--- src/core/pm_status_pkg.sv ---
// Purpose : Shared constants for the power-management status and running counter block
// Assumes : Registers are word aligned; byte address is four times the register index
// Notes   : Register data sits in bits 7:0 of the 32-bit bus word
package pm_status_pkg;

   // ------------------------------------------------------------
   // Register indices (byte address = index * 4)
   // ------------------------------------------------------------
   localparam logic [13:0] idx_value_high    = 14'h1808;
   localparam logic [13:0] idx_value_low     = 14'h1809;
   localparam logic [13:0] idx_page_control  = 14'h180b;
   localparam logic [13:0] idx_warning_ctrl  = 14'h180c;
   localparam logic [13:0] idx_irq_status    = 14'h1810;
   localparam logic [13:0] idx_irq_mask      = 14'h1811;

   // ------------------------------------------------------------
   // Field positions
   // ------------------------------------------------------------
   localparam int unsigned warning_flag_bit        = 7;
   localparam int unsigned warning_acknowledge_bit = 6;
   localparam int unsigned detect_level_bit        = 5;
   localparam int unsigned warning_level_bit       = 4;
   localparam int unsigned counter_clear_bit       = 7;
   localparam int unsigned counter_run_bit         = 5;
   localparam int unsigned counter_page_bit        = 0;
   localparam int unsigned irq_warning_bit         = 0;
   localparam int unsigned irq_wrap_bit            = 1;

   // ------------------------------------------------------------
   // Widths and reset values
   // ------------------------------------------------------------
   localparam int unsigned counter_width   = 16;
   localparam int unsigned irq_width       = 2;
   localparam logic [15:0] counter_reset   = 16'h0000;
   localparam logic [15:0] counter_one     = 16'h0001;
   localparam logic [7:0]  byte_reset      = 8'h00;
   localparam logic [1:0]  irq_reset       = 2'h0;

endpackage

--- src/core/pm_status_free_run_counter.sv ---
// Purpose : Low-voltage warning flag with trip selects, and a 16-bit running counter behind a page bit
// Assumes : All inputs synchronous to clock; slow_oscillator is the 1 kHz clock sampled as data
// Notes   : Trip selects survive resetn and clear only on power_on_resetn
//
// Notes on behaviour
// - Warning flag sets while supply is below the selected warning trip, also after reset.
// - Warning flag is sticky: one means warning now or since last clear.
// - Acknowledge write of one clears flag only without present warning; reads zero.
// - Detect select: zero picks low detect trip, one picks high trip.
// - Warning select: zero picks low warning trip, one picks high trip.
// - Low four bits of the warning control register read zero.
// - Enabled counter increments and wraps in run and all sleep modes unless halted.
// - Counter advances on both edges of the slow oscillator.
// - Clear write of one zeroes count; count may be seen from one.
// - Run bit zero freezes count, one lets it count.
// - Page bit one enables clear/run and shows count at the two shared addresses.
// - Page bit zero restores shared addresses; counter keeps its last control.
// - High byte at lower address, low byte at next; both reset zero.
//
// The Avalon-MM interface to the registers was decided locally.
`timescale 1ns/10ps
module pm_status_free_run_counter
(
   input  wire logic        clock,
   input  wire logic        resetn,
   input  wire logic        power_on_resetn,
   input  wire logic [15:0] avs_address,
   input  wire logic        avs_read,
   input  wire logic        avs_write,
   input  wire logic [31:0] avs_writedata,
   input  wire logic [3:0]  avs_byteenable,
   output logic      [31:0] avs_readdata,
   output logic             avs_waitrequest,
   input  wire logic        supply_below_low_trip,
   input  wire logic        supply_below_high_trip,
   input  wire logic        slow_oscillator,
   output logic             detect_level_select,
   output logic             warning_level_select,
   output logic             irq
);

   // ------------------------------------------------------------
   // State
   // ------------------------------------------------------------
   typedef struct packed {
      logic [15:0] count;
      logic        run;
      logic        page;
      logic        osc_prev;
      logic        flag;
      logic [1:0]  irq_status;
      logic [1:0]  irq_mask;
      logic [7:0]  rdata;
      logic        waitreq;
      logic        irq;
   } state_t;

   typedef struct packed {
      logic detect_sel;
      logic warn_sel;
   } retained_t;

   state_t    state_reg;
   state_t    state_next;
   retained_t keep_reg;
   retained_t keep_next;

   logic [13:0] index;
   logic        accept_wr;
   logic        below_warn;
   logic        osc_edge;
   logic        clear_req;
   logic        wrap;
   logic        ack_req;

   assign index      = avs_address[15:2];
   assign below_warn = keep_reg.warn_sel ? supply_below_high_trip : supply_below_low_trip;
   assign osc_edge   = slow_oscillator != state_reg.osc_prev;
   // Writes take effect only at the edge where waitrequest is seen low
   assign accept_wr  = avs_write && !state_reg.waitreq && avs_byteenable[0];
   assign ack_req    = accept_wr && index == pm_status_pkg::idx_warning_ctrl
                       && avs_writedata[pm_status_pkg::warning_acknowledge_bit];
   // Controls need the page already set; a write that sets the page does not also act
   assign clear_req  = accept_wr && index == pm_status_pkg::idx_page_control && state_reg.page
                       && avs_writedata[pm_status_pkg::counter_clear_bit];
   assign wrap       = osc_edge && state_reg.run && !clear_req && state_reg.count == 16'hffff;

   // ------------------------------------------------------------
   // Next state
   // ------------------------------------------------------------
   always_comb
   begin
      state_next = state_reg;
      keep_next  = keep_reg;
      state_next.osc_prev = slow_oscillator;

      // Counter keeps going in every power mode; no sleep input gates it
      if (clear_req)
      begin
         state_next.count = pm_status_pkg::counter_reset;
      end
      else if (osc_edge && state_reg.run)
      begin
         state_next.count = 16'(state_reg.count + pm_status_pkg::counter_one);
      end

      // Set is applied after the clear so a present warning always wins
      if (ack_req && !below_warn)
      begin
         state_next.flag = 1'b0;
      end
      if (below_warn)
      begin
         state_next.flag = 1'b1;
      end

      if (accept_wr)
      begin
         case (index)
            pm_status_pkg::idx_page_control:
            begin
               state_next.page = avs_writedata[pm_status_pkg::counter_page_bit];
               if (state_reg.page)
               begin
                  state_next.run = avs_writedata[pm_status_pkg::counter_run_bit];
               end
            end
            pm_status_pkg::idx_warning_ctrl:
            begin
               keep_next.detect_sel = avs_writedata[pm_status_pkg::detect_level_bit];
               keep_next.warn_sel   = avs_writedata[pm_status_pkg::warning_level_bit];
            end
            pm_status_pkg::idx_irq_mask:
            begin
               state_next.irq_mask = avs_writedata[1:0];
            end
            default:
            begin
               state_next.irq_mask = state_reg.irq_mask;
            end
         endcase
      end

      // Interrupt status: write one to clear, a new event in the same cycle wins
      if (accept_wr && index == pm_status_pkg::idx_irq_status)
      begin
         state_next.irq_status = state_reg.irq_status & ~avs_writedata[1:0];
      end
      if (below_warn && !state_reg.flag)
      begin
         state_next.irq_status[pm_status_pkg::irq_warning_bit] = 1'b1;
      end
      if (wrap)
      begin
         state_next.irq_status[pm_status_pkg::irq_wrap_bit] = 1'b1;
      end
      state_next.irq = |(state_next.irq_status & state_next.irq_mask);

      // Bus: one wait cycle, read data captured on the cycle the request is seen
      state_next.waitreq = 1'b1;
      if ((avs_read || avs_write) && state_reg.waitreq)
      begin
         state_next.waitreq = 1'b0;
      end
      state_next.rdata = pm_status_pkg::byte_reset;
      if (avs_read && state_reg.waitreq)
      begin
         case (index)
            pm_status_pkg::idx_value_high:
            begin
               // Page zero hands the address back to a register outside this block
               if (state_reg.page)
               begin
                  state_next.rdata = state_reg.count[15:8];
               end
            end
            pm_status_pkg::idx_value_low:
            begin
               if (state_reg.page)
               begin
                  state_next.rdata = state_reg.count[7:0];
               end
            end
            pm_status_pkg::idx_page_control:
            begin
               state_next.rdata[pm_status_pkg::counter_run_bit] = state_reg.run;
            end
            pm_status_pkg::idx_warning_ctrl:
            begin
               state_next.rdata[pm_status_pkg::warning_flag_bit]  = state_reg.flag;
               state_next.rdata[pm_status_pkg::detect_level_bit]  = keep_reg.detect_sel;
               state_next.rdata[pm_status_pkg::warning_level_bit] = keep_reg.warn_sel;
            end
            pm_status_pkg::idx_irq_status:
            begin
               state_next.rdata[1:0] = state_reg.irq_status;
            end
            pm_status_pkg::idx_irq_mask:
            begin
               state_next.rdata[1:0] = state_reg.irq_mask;
            end
            default:
            begin
               state_next.rdata = pm_status_pkg::byte_reset;
            end
         endcase
      end
   end

   // ------------------------------------------------------------
   // Registers
   // ------------------------------------------------------------
   always_ff @(posedge clock or negedge resetn)
   begin
      if (!resetn)
      begin
         state_reg.count      <= pm_status_pkg::counter_reset;
         state_reg.run        <= 1'b0;
         state_reg.page       <= 1'b0;
         state_reg.osc_prev   <= 1'b0;
         state_reg.flag       <= 1'b0;
         state_reg.irq_status <= pm_status_pkg::irq_reset;
         state_reg.irq_mask   <= pm_status_pkg::irq_reset;
         state_reg.rdata      <= pm_status_pkg::byte_reset;
         state_reg.waitreq    <= 1'b1;
         state_reg.irq        <= 1'b0;
      end
      else
      begin
         state_reg <= state_next;
      end
   end

   // Trip selects live in their own reset domain so ordinary resets leave them alone
   always_ff @(posedge clock or negedge power_on_resetn)
   begin
      if (!power_on_resetn)
      begin
         keep_reg <= '0;
      end
      else
      begin
         keep_reg <= keep_next;
      end
   end

   assign avs_readdata         = {24'h000000, state_reg.rdata};
   assign avs_waitrequest      = state_reg.waitreq;
   assign detect_level_select  = keep_reg.detect_sel;
   assign warning_level_select = keep_reg.warn_sel;
   assign irq                  = state_reg.irq;

   // ------------------------------------------------------------
   // Checks
   // ------------------------------------------------------------
   logic done_rd;
   assign done_rd = avs_read && !avs_waitrequest;

   a_flag_sets: assert property (@(posedge clock) disable iff (!resetn)
      below_warn |=> state_reg.flag)
      else $error("warning flag not set under low supply");

   a_flag_sticky: assert property (@(posedge clock) disable iff (!resetn)
      state_reg.flag && !ack_req |=> state_reg.flag)
      else $error("warning flag dropped without acknowledge");

   a_ack_clears: assert property (@(posedge clock) disable iff (!resetn)
      ack_req && !below_warn |=> !state_reg.flag)
      else $error("acknowledge did not clear warning flag");

   a_detect_write: assert property (@(posedge clock) disable iff (!resetn || !power_on_resetn)
      accept_wr && index == pm_status_pkg::idx_warning_ctrl
      |=> detect_level_select == $past(avs_writedata[pm_status_pkg::detect_level_bit]))
      else $error("detect select not updated");

   a_warn_select: assert property (@(posedge clock) disable iff (!resetn || !power_on_resetn)
      (warning_level_select ? supply_below_high_trip : supply_below_low_trip) |=> state_reg.flag)
      else $error("warning select picked wrong trip");

   a_reserved_zero: assert property (@(posedge clock) disable iff (!resetn)
      done_rd && index == pm_status_pkg::idx_warning_ctrl |-> avs_readdata[6] == 1'b0 && avs_readdata[3:0] == 4'h0)
      else $error("reserved warning bits not zero");

   a_count_step: assert property (@(posedge clock) disable iff (!resetn)
      osc_edge && state_reg.run && !clear_req |=> state_reg.count == $past(state_reg.count) + pm_status_pkg::counter_one)
      else $error("counter missed an oscillator edge");

   a_count_halt: assert property (@(posedge clock) disable iff (!resetn)
      !state_reg.run && !clear_req |=> $stable(state_reg.count))
      else $error("halted counter moved");

   a_count_clear: assert property (@(posedge clock) disable iff (!resetn)
      clear_req |=> state_reg.count == pm_status_pkg::counter_reset)
      else $error("clear did not zero the counter");

   a_high_byte: assert property (@(posedge clock) disable iff (!resetn)
      done_rd && index == pm_status_pkg::idx_value_high && $past(state_reg.page)
      |-> avs_readdata[7:0] == $past(state_reg.count[15:8]))
      else $error("high byte read wrong");

   a_page_out: assert property (@(posedge clock) disable iff (!resetn)
      done_rd && index == pm_status_pkg::idx_value_low && !$past(state_reg.page) |-> avs_readdata == 32'h0)
      else $error("paged-out address showed the count");

   a_ctrl_read: assert property (@(posedge clock) disable iff (!resetn)
      done_rd && index == pm_status_pkg::idx_page_control |-> avs_readdata[7:6] == 2'b00 && avs_readdata[4:0] == 5'h00)
      else $error("write-only control bits read non-zero");

   a_low_byte: assert property (@(posedge clock) disable iff (!resetn)
      done_rd && index == pm_status_pkg::idx_value_low && $past(state_reg.page)
      |-> avs_readdata[7:0] == $past(state_reg.count[7:0]))
      else $error("low byte read wrong");

   a_run_gated: assert property (@(posedge clock) disable iff (!resetn)
      accept_wr && index == pm_status_pkg::idx_page_control && !state_reg.page |=> $stable(state_reg.run))
      else $error("run bit changed while paged out");

   a_page_keeps: assert property (@(posedge clock) disable iff (!resetn)
      !state_reg.page && !(accept_wr && index == pm_status_pkg::idx_page_control) |=> $stable(state_reg.run))
      else $error("paged-out counter control changed");

   a_answer_next: assert property (@(posedge clock) disable iff (!resetn)
      (avs_read || avs_write) && avs_waitrequest |=> !avs_waitrequest)
      else $error("bus request not answered after one wait cycle");

   a_wait_single: assert property (@(posedge clock) disable iff (!resetn)
      !avs_waitrequest |=> avs_waitrequest)
      else $error("waitrequest low for more than one cycle");

   a_irq_level: assert property (@(posedge clock) disable iff (!resetn)
      irq == |(state_reg.irq_status & state_reg.irq_mask))
      else $error("interrupt output disagrees with status and mask");

   a_status_sticky: assert property (@(posedge clock) disable iff (!resetn)
      state_reg.irq_status[pm_status_pkg::irq_warning_bit]
      && !(accept_wr && index == pm_status_pkg::idx_irq_status && avs_writedata[pm_status_pkg::irq_warning_bit])
      |=> state_reg.irq_status[pm_status_pkg::irq_warning_bit])
      else $error("warning status dropped without a clear");

   // Trip selects must ride through an ordinary reset; only power-on may touch them
   a_select_kept: assert property (@(posedge clock) disable iff (!power_on_resetn)
      !resetn |=> $stable({detect_level_select, warning_level_select}))
      else $error("trip select changed during ordinary reset");

endmodule

--- config.mk ---
export PLATFORM = sky130hd
export DESIGN_NAME = pm_status_free_run_counter
export DESIGN_NICKNAME = d
export VERILOG_FILES = /design/src/core/pm_status_pkg.sv /design/src/core/pm_status_free_run_counter.sv
export SDC_FILE = /design/constraint.sdc
export NUM_CORES = 1
export LEC_CHECK = 0
export BUFFER_PORTS_ARGS = -buffer_cell sky130_fd_sc_hd__clkbuf_2
export CAP_MARGIN = 40
export CORE_MARGIN = 2
export CORE_UTILIZATION = 25
export DETAILED_ROUTE_END_ITERATION = 12
export SLEW_MARGIN = 20
export SYNTH_ARGS = -nofsm -noshare
export SYNTH_HDL_FRONTEND = slang
export SYNTH_SLANG_ARGS = --single-unit
--- constraint.sdc ---
create_clock -name clock -period 1.8 [get_ports clock]
set_input_delay 0.09 -clock clock [delete_from_list [all_inputs] [get_ports clock]]
set_output_delay 0.09 -clock clock [all_outputs]
set_load 0.01 [all_outputs]
==> results of run 1 <==
-- repair_timing --
| action | 4_1_cts | 5_1_grt |
|---|---|---|
| hold buffers | 4 | 0 |
| hold endpoints to repair | 38 | 0 |
| setup buffers | 0 | 0 |
-- through the flow --
step	setup slack [ns]	cells	total power, uW	util	hold WS [ns]
6_report	0.159	385	1750	0.301	0.0272
5_1_grt	0.0261	385	1820	0.301	0.0263
4_1_cts	0.168	385	1770	0.301	0.00597
3_5_place_dp	0.0795	373	983	0.282	-0.120
3_3_place_gp	0.109	373	980	0.282	-0.122
2_1_floorplan	0.283	249	942	-	-0.206
-- cells in the final DEF (no fill, tap or decap), types with 2 or more instances in the layout --
cell type       n
dlygate4sd3_1   4
conb_1         24
nand2_2         2
a21oi_1         3
o21ai_0         4
dfrtp_1        35
nand4_1        11
nor3_2          2
a22oi_1         8
nor3_1          6
a22o_1          2
buf_4          10
clkbuf_2       40
mux2_2          6
xor2_1         14
clkbuf_8        7
and3_1          2
nor2_1         28
nor2b_1         6
nand3_1        19
nand2_1        15
a31oi_1         2
xnor2_1         3
-- worst max-delay path by stage --
stage	from	endpoint	slack, ns	cells past startpoint
finish	avs_write	irq	0.16	7
global route	state_reg[18]	state_reg[28]	0.03	7
CTS	avs_waitrequest	irq	0.17	5
detailed placement	avs_address[3]	irq	0.08	6
global placement	avs_address[3]	irq	0.11	6
floorplan	avs_address[2]	irq	0.28	6
-- critical path: cells and delay by family --
| family | cells | cell delay [ns] |
|---|---|---|
| buffers and inverters | 2 | 0.67 |
| and+or+nand+nor | 2 | 0.36 |
| AOI/OAI and AO/OA | 3 | 0.69 |
-- power groups by stage --
stage          registers [uW]  logic (uW)  clock network, uW
3_3_place_gp              841         139                  0
4_1_cts                   825         148                793
5_1_grt                   827         165                825
3_5_place_dp              841         142                  0
2_1_floorplan             841         101                  0
6_report                  826         149                771
-- cell families after synthesis --
family	synth area share
multiplexers	0.0426
AO/OA/AOI/OAI	0.0719
buffers and inverters	0.117
flip-flops	0.415
other	0.00172
XOR/XNOR	0.0685
adder cells (fa/ha/maj)	0.00575
AND/OR/NAND/NOR	0.278
-- metal layers --
metal	vias to the layer above	GRT usage
met5	-	0
met4	0	0.0588
met3	14	0.0324
met2	72	0.165
met1	832	0.136
li1	840	-
-- area by class of cell --
type,count,area share
Clock inverter,1,0.0116
Multi-Input combinational cell,178,0.427
Tap cell,108,0.0522
Timing Repair Buffer,54,0.122
Clock buffer,7,0.0372
Sequential cell,36,0.349
Inverter,1,0.00145
==> metrics.txt, run 1 <==
# TYPE chip_impl_metric gauge
chip_impl_metric{name="power.share.switching",unit=""} 0.221
chip_impl_info{name="r2r_end",value="irq"} 1
chip_impl_metric{name="grt_pass1_wl",unit="um"} 8130
chip_impl_metric{name="r2r_setup_slack",unit="ns"} 0.16
chip_impl_metric{name="power.density_cell_area",unit="mW/mm2"} 675
chip_impl_metric{name="post-route-period-util",unit=""} 0.911
chip_impl_metric{name="die_width",unit="um"} 97.3
chip_impl_info{name="cp_cell_sequence",value="dlygate4sd3_1 -> clkbuf_2 -> and3b_1 -> nand2_1 -> o31ai_1 -> o21ai_0 -> a22o_1"} 1
chip_impl_metric{name="route.vias.total",unit=""} 1758
chip_impl_info{name="grt_setup_unrepaired",value="no"} 1
chip_impl_info{name="critPathLaunchType",value="primary input"} 1
chip_impl_metric{name="internal_power",unit="uW"} 1360
chip_impl_metric{name="gp_congestion",unit=""} 0.920
chip_impl_metric{name="insertion_delay",unit="ns"} 0.29
chip_impl_metric{name="initial_util",unit=""} 0.253
chip_impl_metric{name="final-seq-area",unit="um2"} 902
chip_impl_metric{name="timing.critical_path.arrival",unit="ns"} 1.81
chip_impl_info{name="worst_r2r_startpoint",value="avs_waitrequest"} 1
chip_impl_metric{name="clk_pin_slew_worst_paths",unit="ns"} 0.07
chip_impl_metric{name="die-area",unit="mm2"} 0.00946
chip_impl_metric{name="place.detailed.hpwl",unit="um"} 3790
chip_impl_metric{name="cts_resized",unit=""} 0
chip_impl_metric{name="synth_enable_flop_cells",unit=""} 0
chip_impl_metric{name="largest_reg_flops",unit=""} 24
chip_impl_metric{name="number_of_top_level_design_ports",unit=""} 96
chip_impl_info{name="worstHoldEndpoint",value="warning_level_select"} 1
chip_impl_metric{name="synth_top_area_share",unit=""} 0.403
chip_impl_metric{name="flow.area_growth_from_synthesis",unit="%"} 19.0
chip_impl_info{name="status",value="complete, no violations"} 1
chip_impl_metric{name="layout-drive-gt1-share",unit=""} 0.285
chip_impl_info{name="highest-signal-layer",value="met4"} 1
chip_impl_metric{name="report.final.hold_viol_count",unit=""} 0
chip_impl_metric{name="dr_wl_met3",unit="um"} 308
chip_impl_metric{name="share_seq_of_total_power",unit=""} 0.473
chip_impl_metric{name="async_reset_ff_frac",unit=""} 1.00
chip_impl_metric{name="synth_seq_area_share",unit=""} 0.415
chip_impl_metric{name="clkSinkCount",unit=""} 36
chip_impl_info{name="critPathSlowestCell",value="dlygate4sd3_1"} 1
chip_impl_metric{name="wl_met1",unit="um"} 2190
chip_impl_metric{name="timing.setup.tns",unit="ns"} 0
chip_impl_metric{name="worst_clock_skew",unit="ns"} 0.00869
chip_impl_metric{name="postSynthCellCount",unit=""} 226
chip_impl_metric{name="die-height",unit="um"} 97.3
chip_impl_metric{name="num-fill-cells",unit=""} 899
chip_impl_metric{name="grt_overflow",unit=""} 0
chip_impl_metric{name="cap_violations",unit=""} 0
chip_impl_metric{name="cts_max_level",unit=""} 2
chip_impl_metric{name="diodes",unit=""} 0
chip_impl_metric{name="syn_area_per_cell",unit="um2"} 9.62
chip_impl_metric{name="dpl-instance-area",unit="mm2"} 0.00242
chip_impl_metric{name="critical-path-max-stage-delay",unit="ns"} 0.54
chip_impl_info{name="synth_top_cells_by_count",value="dfrtp_1 (35), buf_4 (32), nor2_1 (28), nand3_1 (19), nand2_1 (15)"} 1
chip_impl_metric{name="track_usage",unit=""} 0.107
chip_impl_info{name="synth.largest_area_cell",value="dfrtp_1"} 1
chip_impl_info{name="ys_flop_type",value="dfrtp_1"} 1
chip_impl_metric{name="wl_met2",unit="um"} 2170
chip_impl_metric{name="buffers_on_ports",unit=""} 40
chip_impl_metric{name="max-clock-path-buffers",unit=""} 2
chip_impl_metric{name="final_cell_area",unit="mm2"} 0.00259
chip_impl_metric{name="average_wire_length_per_cell_after_detail_routing",unit="um"} 12.5
chip_impl_metric{name="timing.final.setup_violations",unit=""} 0
chip_impl_info{name="tritoncts",value="yes"} 1
chip_impl_metric{name="numCtsBuffers",unit=""} 5
chip_impl_metric{name="r2r.worst_path.cells",unit=""} 5
chip_impl_metric{name="post-route-drc-count",unit=""} 0
chip_impl_metric{name="leakage",unit="uW"} 0.00117
chip_impl_metric{name="vdd_ir_drop_max",unit="mV"} 0.240
chip_impl_metric{name="finalCriticalPeriod",unit="ns"} 1.64
chip_impl_metric{name="detailedRoute.firstPassIterationCount",unit=""} 6
chip_impl_metric{name="yosys_register_bits",unit=""} 36
chip_impl_metric{name="worstPathRequired",unit="ns"} 1.97
chip_impl_info{name="yosys-top-cells-area",value="dfrtp_1 (40%), buf_4 (11%), xor2_1 (5.6%)"} 1
chip_impl_metric{name="grt_start_max_net_pins",unit=""} 15
chip_impl_metric{name="routed_via_count_divided_by_cell_count",unit=""} 4.57
chip_impl_metric{name="switchingPower",unit="uW"} 386
chip_impl_metric{name="ys_warn_count",unit=""} 0
chip_impl_metric{name="placementRows",unit=""} 34
chip_impl_metric{name="core",unit="mm2"} 0.00859
chip_impl_metric{name="detail-route-antenna-nets",unit=""} 0
chip_impl_info{name="worst_setup_path_type",value="primary input to register"} 1
chip_impl_info{name="min_path_type",value="primary input to register"} 1
chip_impl_metric{name="fmax",unit="MHz"} 610
chip_impl_metric{name="multi_input_comb_area",unit="mm2"} 0.00110
chip_impl_metric{name="number_of_global_route_vias_before_repair",unit=""} 1687
chip_impl_metric{name="first_iter_violations",unit=""} 72
chip_impl_metric{name="nets",unit=""} 337
chip_impl_info{name="hold_start",value="avs_writedata[4]"} 1
chip_impl_metric{name="synth_area",unit="mm2"} 0.00217
chip_impl_info{name="post-synth-top-count-cell",value="dfrtp_1"} 1
chip_impl_metric{name="hold_depth",unit=""} 2
chip_impl_metric{name="finalWirelength",unit="um"} 4830
chip_impl_info{name="critical_path.endpoint_type",value="register"} 1
chip_impl_metric{name="antenna_found_initial",unit=""} 0
chip_impl_metric{name="synth.distinct_cells",unit=""} 44
chip_impl_metric{name="count_of_final_max_slew_check_failures",unit=""} 0
chip_impl_metric{name="critical_path_peak_fanout",unit=""} 4
chip_impl_metric{name="power.share.combinational",unit=""} 0.085
chip_impl_metric{name="clock_power_share",unit=""} 0.442
chip_impl_info{name="cts_root_buffer",value="clkbuf_8"} 1
No activity file was read; power rests on OpenSTA's default activity.
==> run 2: changes to the inputs <==
clock period = 1.4 ns   (was 1.8 ns; I/O delays follow)
==> run 2 against run 1 <==
  * The run now ends with setup timing left
  * Via count rose by 8.9%
  * Sequential power rose by 28%
  * Combinational power rose by 73%
  * Count of clock-buffer cells in the layout fell by 1
  * First-iteration DRC count fell by 1.4%
  * Clock power fell by 0.6%
  * Setup slack got worse by 0.27 ns
  * Global-route usage rose by 1.2 points
  * Sequential share of layout area fell by 4.7 points
  * Design area rose by 16%
  * Critical endpoint unchanged
  * Highest routed layer unchanged
==> metrics.txt, run 2 (same netlist as run 1, synthesis figures left out) <==
# TYPE chip_impl_metric gauge
chip_impl_info{name="status",value="finished, violations left"} 1
chip_impl_info{name="failed_checks",value="setup timing"} 1
chip_impl_metric{name="grt_overflow",unit=""} 0
chip_impl_metric{name="grt_pass1_wl",unit="um"} 9140
chip_impl_metric{name="number_of_global_route_vias_before_repair",unit=""} 1961
chip_impl_metric{name="max-clock-path-buffers",unit=""} 2
chip_impl_metric{name="route.vias.total",unit=""} 1914
chip_impl_metric{name="leakage",unit="uW"} 0.00144
chip_impl_metric{name="timing.critical_path.arrival",unit="ns"} 1.70
chip_impl_metric{name="layout-drive-gt1-share",unit=""} 0.438
chip_impl_metric{name="initial_util",unit=""} 0.253
chip_impl_metric{name="first_iter_violations",unit=""} 71
chip_impl_metric{name="place.detailed.hpwl",unit="um"} 4440
chip_impl_metric{name="flow.area_growth_from_synthesis",unit="%"} 37.7
chip_impl_metric{name="diodes",unit=""} 0
chip_impl_metric{name="total_power",unit="uW"} 2080
chip_impl_metric{name="grt_start_max_net_pins",unit=""} 21
chip_impl_metric{name="worstPathRequired",unit="ns"} 1.59
chip_impl_metric{name="finalWirelength",unit="um"} 5530
chip_impl_metric{name="num-fill-cells",unit=""} 870
chip_impl_metric{name="multi_input_comb_area",unit="mm2"} 0.00120
chip_impl_metric{name="post-route-period-util",unit=""} 1.08
chip_impl_metric{name="die-area",unit="mm2"} 0.00946
chip_impl_info{name="min_path_type",value="primary input to register"} 1
chip_impl_metric{name="report.final.hold_viol_count",unit=""} 0
chip_impl_metric{name="final-seq-area",unit="um2"} 902
chip_impl_metric{name="number_of_top_level_design_ports",unit=""} 96
chip_impl_metric{name="placementRows",unit=""} 34
chip_impl_metric{name="post-place-cells",unit=""} 413
chip_impl_metric{name="insertion_delay",unit="ns"} 0.29
chip_impl_metric{name="detailedRoute.firstPassIterationCount",unit=""} 4
chip_impl_metric{name="fmax",unit="MHz"} 662
chip_impl_metric{name="track_usage",unit=""} 0.120
chip_impl_metric{name="setup_slack",unit="ns"} -0.112
chip_impl_metric{name="buffers_on_ports",unit=""} 40
chip_impl_metric{name="vdd_ir_drop_max",unit="mV"} 0.319
chip_impl_metric{name="core",unit="mm2"} 0.00859
chip_impl_metric{name="routed_via_count_divided_by_cell_count",unit=""} 4.47
chip_impl_metric{name="cap_violations",unit=""} 0
chip_impl_info{name="critPathLaunchType",value="register"} 1
chip_impl_metric{name="numCtsBuffers",unit=""} 5
chip_impl_info{name="critical_path.endpoint_type",value="register"} 1
chip_impl_metric{name="critical_path_peak_fanout",unit=""} 4
chip_impl_info{name="tritoncts",value="yes"} 1
chip_impl_metric{name="worst_hold_slack",unit="ns"} 0.00594
chip_impl_metric{name="cts_max_level",unit=""} 2
chip_impl_metric{name="detail-route-antenna-nets",unit=""} 0
chip_impl_metric{name="count_of_final_max_slew_check_failures",unit=""} 0
chip_impl_metric{name="gp_congestion",unit=""} 0.843
chip_impl_metric{name="die_width",unit="um"} 97.3
chip_impl_metric{name="largest_reg_flops",unit=""} 24
chip_impl_metric{name="clk_pin_slew_worst_paths",unit="ns"} 0.07
chip_impl_metric{name="worst_slack_at_placement",unit="ns"} -0.229
chip_impl_info{name="grt_setup_unrepaired",value="yes"} 1
chip_impl_info{name="final_common_cell",value="buf_4"} 1
chip_impl_metric{name="power.density_cell_area",unit="mW/mm2"} 695
chip_impl_info{name="cts_root_buffer",value="clkbuf_8"} 1
chip_impl_metric{name="worst_clock_skew",unit="ns"} 0.00910
chip_impl_metric{name="post-route-drc-count",unit=""} 0
chip_impl_metric{name="clkSinkCount",unit=""} 36
chip_impl_metric{name="timing.final.setup_violations",unit=""} 9
chip_impl_info{name="commonest_cells_after_routing_fill_and_taps_aside",value="buf_4 (49), clkbuf_2 (40), dfrtp_1 (35)"} 1
chip_impl_metric{name="nets",unit=""} 380
chip_impl_metric{name="die-height",unit="um"} 97.3
chip_impl_info{name="worst_setup_path_type",value="register to register"} 1
chip_impl_metric{name="finalCriticalPeriod",unit="ns"} 1.51
chip_impl_metric{name="final-instance-count-excl-fill",unit=""} 428
chip_impl_metric{name="antenna_found_initial",unit=""} 0
chip_impl_metric{name="average_wire_length_per_cell_after_detail_routing",unit="um"} 12.9
-- run 2: cell count changes in the layout (fill, tap and decap cells not counted), sizes merged --
cell / change
clkinv: +2
buf: +43
clkbuf: -1
bufinv: -1
-- run 2: layout make-up --
cell class,count,share of cell area
clock inverters,2,0.00334
inverters,1,0.00125
multi-input cells,178,0.401
repair buffers,97,0.221
clock buffers,6,0.0276
well taps,108,0.0451
flip-flops and latches,36,0.301
-- run 2: critical path: stages, from the launching register on --
cell and delay, ns:
dfstp_2 0.38, nand3b_1 0.22, nor3_2 0.22, mux2_2 0.38, a22o_1 0.21
-- run 2: report_power, final --
part           leakage [uW]  switching, uW  internal (uW)
Sequential         0.000481           6.67           1050
Combinational      0.000905            144            114
Clock             0.0000510            374            392
-- run 2: timing repair --
| item | CTS | global route |
|---|---|---|
| setup endpoints to repair | 20 | 19 |
| setup buffers | 3 | 0 |
| hold buffers | 5 | 0 |
| endpoints found under the hold margin | 17 | 0 |
| pin swaps | 10 | 8 |
| cloned | 0 | 0 |
| resized for setup | 14 | 10 |
-- run 2: through the flow --
step / util / TNS [ns] / area [um2]
final: 0.349 / -0.362 / 3000
after global routing: 0.349 / -1.48 / 3000
after CTS: 0.345 / -0.353 / 2960
after detailed placement: 0.318 / -2.16 / 2740
after global placement: 0.318 / -1.60 / 2740
after floorplan: - / -0.0615 / 2270
-- run 2: worst paths after layout --
| kind | from | cells after the start | to | slack (ns) |
|---|---|---|---|---|
| worst max register to register | avs_waitrequest | 4 | irq | -0.11 |
| min in group asynchronous | power_on_resetn | 2 | warning_level_select | 0.11 |
| worst min register to register | state_reg[11] | 1 | state_reg[11] | 0.55 |
| worst max-delay path | avs_waitrequest | 4 | irq | -0.11 |
| worst min-delay path | avs_read | 2 | avs_waitrequest | 0.006 |
| max in group asynchronous | resetn | 3 | state_reg[27] | 0.70 |
-- run 2: per-layer routing --
metal	global-route usage	vias up	part of all wire
met5	0	-	0
met4	0.0395	0	0.022
met3	0.0281	11	0.053
met2	0.213	54	0.50
met1	0.142	914	0.43
li1	-	935	-
==> run 3: changes to the inputs <==
clock period = 1.3 ns   (was 1.4 ns; I/O delays follow)
==> run 3 against run 2 <==
  * The run still ends with setup timing left
  * Sequential share of layout area is 2.5 points lower
  * Highest routed layer unchanged
  * Cell count is 4.4% higher
  * Routed wire length is 9.1% higher
  * Total power is 11% higher
  * Global-route usage is 0.42 points higher
  * Core utilization is 3.3 points higher
  * Clock skew is 0.0011 ns lower
  * Critical endpoint unchanged
==> metrics.txt, run 3 (same netlist as run 1, synthesis figures left out) <==
# TYPE chip_impl_metric gauge
chip_impl_info{name="grt_busiest_layer",value="met2"} 1
chip_impl_metric{name="max-clock-path-buffers",unit=""} 2
chip_impl_metric{name="final-instance-count-excl-fill",unit=""} 447
chip_impl_metric{name="vdd_ir_drop_max",unit="mV"} 0.379
chip_impl_metric{name="average_wire_length_per_cell_after_detail_routing",unit="um"} 13.5
chip_impl_metric{name="flow.area_growth_from_synthesis",unit="%"} 50.7
chip_impl_info{name="worst_r2r_startpoint",value="avs_waitrequest"} 1
chip_impl_metric{name="layout-drive-gt1-share",unit=""} 0.504
chip_impl_metric{name="grt_overflow",unit=""} 0
chip_impl_metric{name="num-fill-cells",unit=""} 828
chip_impl_metric{name="nets",unit=""} 399
chip_impl_info{name="final_common_cell",value="buf_4"} 1
chip_impl_metric{name="largest_reg_flops",unit=""} 24
chip_impl_metric{name="antenna_found_initial",unit=""} 0
chip_impl_metric{name="insertion_delay",unit="ns"} 0.29
chip_impl_metric{name="critical_path_peak_fanout",unit=""} 4
chip_impl_info{name="cts_root_buffer",value="clkbuf_8"} 1
chip_impl_metric{name="worstPathRequired",unit="ns"} 1.48
chip_impl_info{name="status",value="finished, violations left"} 1
chip_impl_info{name="critPathLaunch",value="avs_waitrequest"} 1
chip_impl_metric{name="grt_start_max_net_pins",unit=""} 35
chip_impl_metric{name="gp_congestion",unit=""} 0.824
chip_impl_info{name="failed_checks",value="setup timing"} 1
chip_impl_metric{name="cap_violations",unit=""} 0
chip_impl_metric{name="use_met3",unit=""} 0.0266
chip_impl_metric{name="post-route-drc-count",unit=""} 0
chip_impl_metric{name="post-route-period-util",unit=""} 1.19
chip_impl_info{name="min_path_type",value="primary input to register"} 1
chip_impl_metric{name="grtUsageMet1",unit=""} 0.151
chip_impl_info{name="hold_start",value="avs_writedata[4]"} 1
chip_impl_metric{name="initial_util",unit=""} 0.253
chip_impl_metric{name="numCtsBuffers",unit=""} 5
chip_impl_metric{name="clkSinkCount",unit=""} 36
chip_impl_metric{name="number_of_global_route_vias_before_repair",unit=""} 1982
chip_impl_metric{name="detail-route-antenna-nets",unit=""} 0
chip_impl_metric{name="grt_util_met2",unit=""} 0.216
chip_impl_metric{name="placementRows",unit=""} 34
chip_impl_metric{name="dpl-instance-area",unit="mm2"} 0.00281
chip_impl_metric{name="route.vias.total",unit=""} 2028
chip_impl_metric{name="leakage",unit="uW"} 0.00156
chip_impl_metric{name="die-height",unit="um"} 97.3
chip_impl_metric{name="setup_slack",unit="ns"} -0.252
chip_impl_info{name="critPathLaunchType",value="register"} 1
chip_impl_metric{name="track_usage",unit=""} 0.124
chip_impl_metric{name="timing.critical_path.arrival",unit="ns"} 1.73
chip_impl_metric{name="diodes",unit=""} 0
chip_impl_metric{name="number_of_top_level_design_ports",unit=""} 96
chip_impl_metric{name="timing.final.setup_violations",unit=""} 27
chip_impl_metric{name="buffers_on_ports",unit=""} 40
chip_impl_metric{name="power.density_cell_area",unit="mW/mm2"} 703
chip_impl_metric{name="die-area",unit="mm2"} 0.00946
chip_impl_metric{name="worst_clock_skew",unit="ns"} 0.00801
chip_impl_metric{name="first_iter_violations",unit=""} 80
chip_impl_metric{name="multi_input_comb_area",unit="mm2"} 0.00132
chip_impl_metric{name="count_of_final_max_slew_check_failures",unit=""} 0
chip_impl_metric{name="finalCriticalPeriod",unit="ns"} 1.55
chip_impl_info{name="grt_setup_unrepaired",value="yes"} 1
chip_impl_metric{name="report.final.hold_viol_count",unit=""} 0
chip_impl_metric{name="core",unit="mm2"} 0.00859
chip_impl_metric{name="routed_via_count_divided_by_cell_count",unit=""} 4.54
chip_impl_metric{name="post-place-cells",unit=""} 419
chip_impl_info{name="critical_path.endpoint_type",value="register"} 1
chip_impl_metric{name="grt_pass1_wl",unit="um"} 9490
chip_impl_metric{name="clk_pin_slew_worst_paths",unit="ns"} 0.07
chip_impl_info{name="worst_setup_path_type",value="register to register"} 1
chip_impl_info{name="commonest_cells_after_routing_fill_and_taps_aside",value="buf_4 (63), clkbuf_2 (40), dfrtp_1 (34)"} 1
chip_impl_metric{name="fmax",unit="MHz"} 644
chip_impl_metric{name="detailedRoute.firstPassIterationCount",unit=""} 4
chip_impl_metric{name="final-seq-area",unit="um2"} 903
chip_impl_metric{name="timing.setup.tns",unit="ns"} -4.07
chip_impl_metric{name="die_width",unit="um"} 97.3
chip_impl_metric{name="place.detailed.hpwl",unit="um"} 4420
chip_impl_metric{name="final_cell_area",unit="mm2"} 0.00328
chip_impl_metric{name="finalWirelength",unit="um"} 6030
chip_impl_info{name="tritoncts",value="yes"} 1
chip_impl_metric{name="cts_max_level",unit=""} 2
## run 3: changes by cell type in the layout (fill, tap and decap cells not counted), moves of 3 or more
| cell | before | now |
|---|---|---|
| buf_4 | 49 | 63 |
| nor2_1 | 27 | 21 |
| nor2_2 | 1 | 7 |
| buf_6 | 3 | 8 |
| nor3_2 | 4 | 1 |
## run 3: cell type report
cell class | instances | share of cell area
inverters | 1 | 0.00115
repair buffers | 116 | 0.251
well taps | 108 | 0.0412
multi-input cells | 178 | 0.403
flip-flops and latches | 36 | 0.276
clock buffers | 8 | 0.0275
## run 3: worst paths after layout
check / endpoint / slack, ns / cells after the start
max: irq / -0.25 / 4
min: warning_level_select / 0.04 / 2
max reg2reg: irq / -0.25 / 4
min reg2reg: state_reg[10] / 0.54 / 1
max in group asynchronous: avs_waitrequest / 0.79 / 3
min in group asynchronous: warning_level_select / 0.11 / 2
## run 3: critical path, cell delays in order (launching register included)
cell and delay, ns:
dfstp_2 0.39, nand3b_1 0.24, nor3_4 0.28, mux2_4 0.33, a22o_1 0.21
## run 3: power breakdown
part	internal (uW)	leakage, uW	switching (uW)
Sequential	1130	0.000480	10.4
Combinational	150	0.00103	177
Clock	433	0.0000455	401
## run 3: layer usage
metal,share of wire,up-vias
met5,0,-
met4,0.017,0
met3,0.050,12
met2,0.51,73
met1,0.42,972
li1,-,971
## run 3: metrics by stage
stage / power (uW) / worst slack [ns] / util / hold slack, ns
final: 2300 / -0.252 / 0.381 / 0.0351
after global routing: 2390 / -0.333 / 0.381 / 0.0377
after CTS: 2280 / -0.225 / 0.362 / 0.0110
after detailed placement: 1420 / -0.439 / 0.326 / -0.145
after global placement: 1420 / -0.382 / 0.326 / -0.146
after floorplan: 1310 / -0.157 / - / -0.231
## run 3: what timing repair did
action / CTS / global route
pin swaps: 10 / 13
setup endpoints to repair: 27 / 29
buffers inserted: 8 / 7
cloned: 1 / 0
resized for setup: 29 / 23
hold endpoints to repair: 38 / 0
hold buffers: 4 / 0
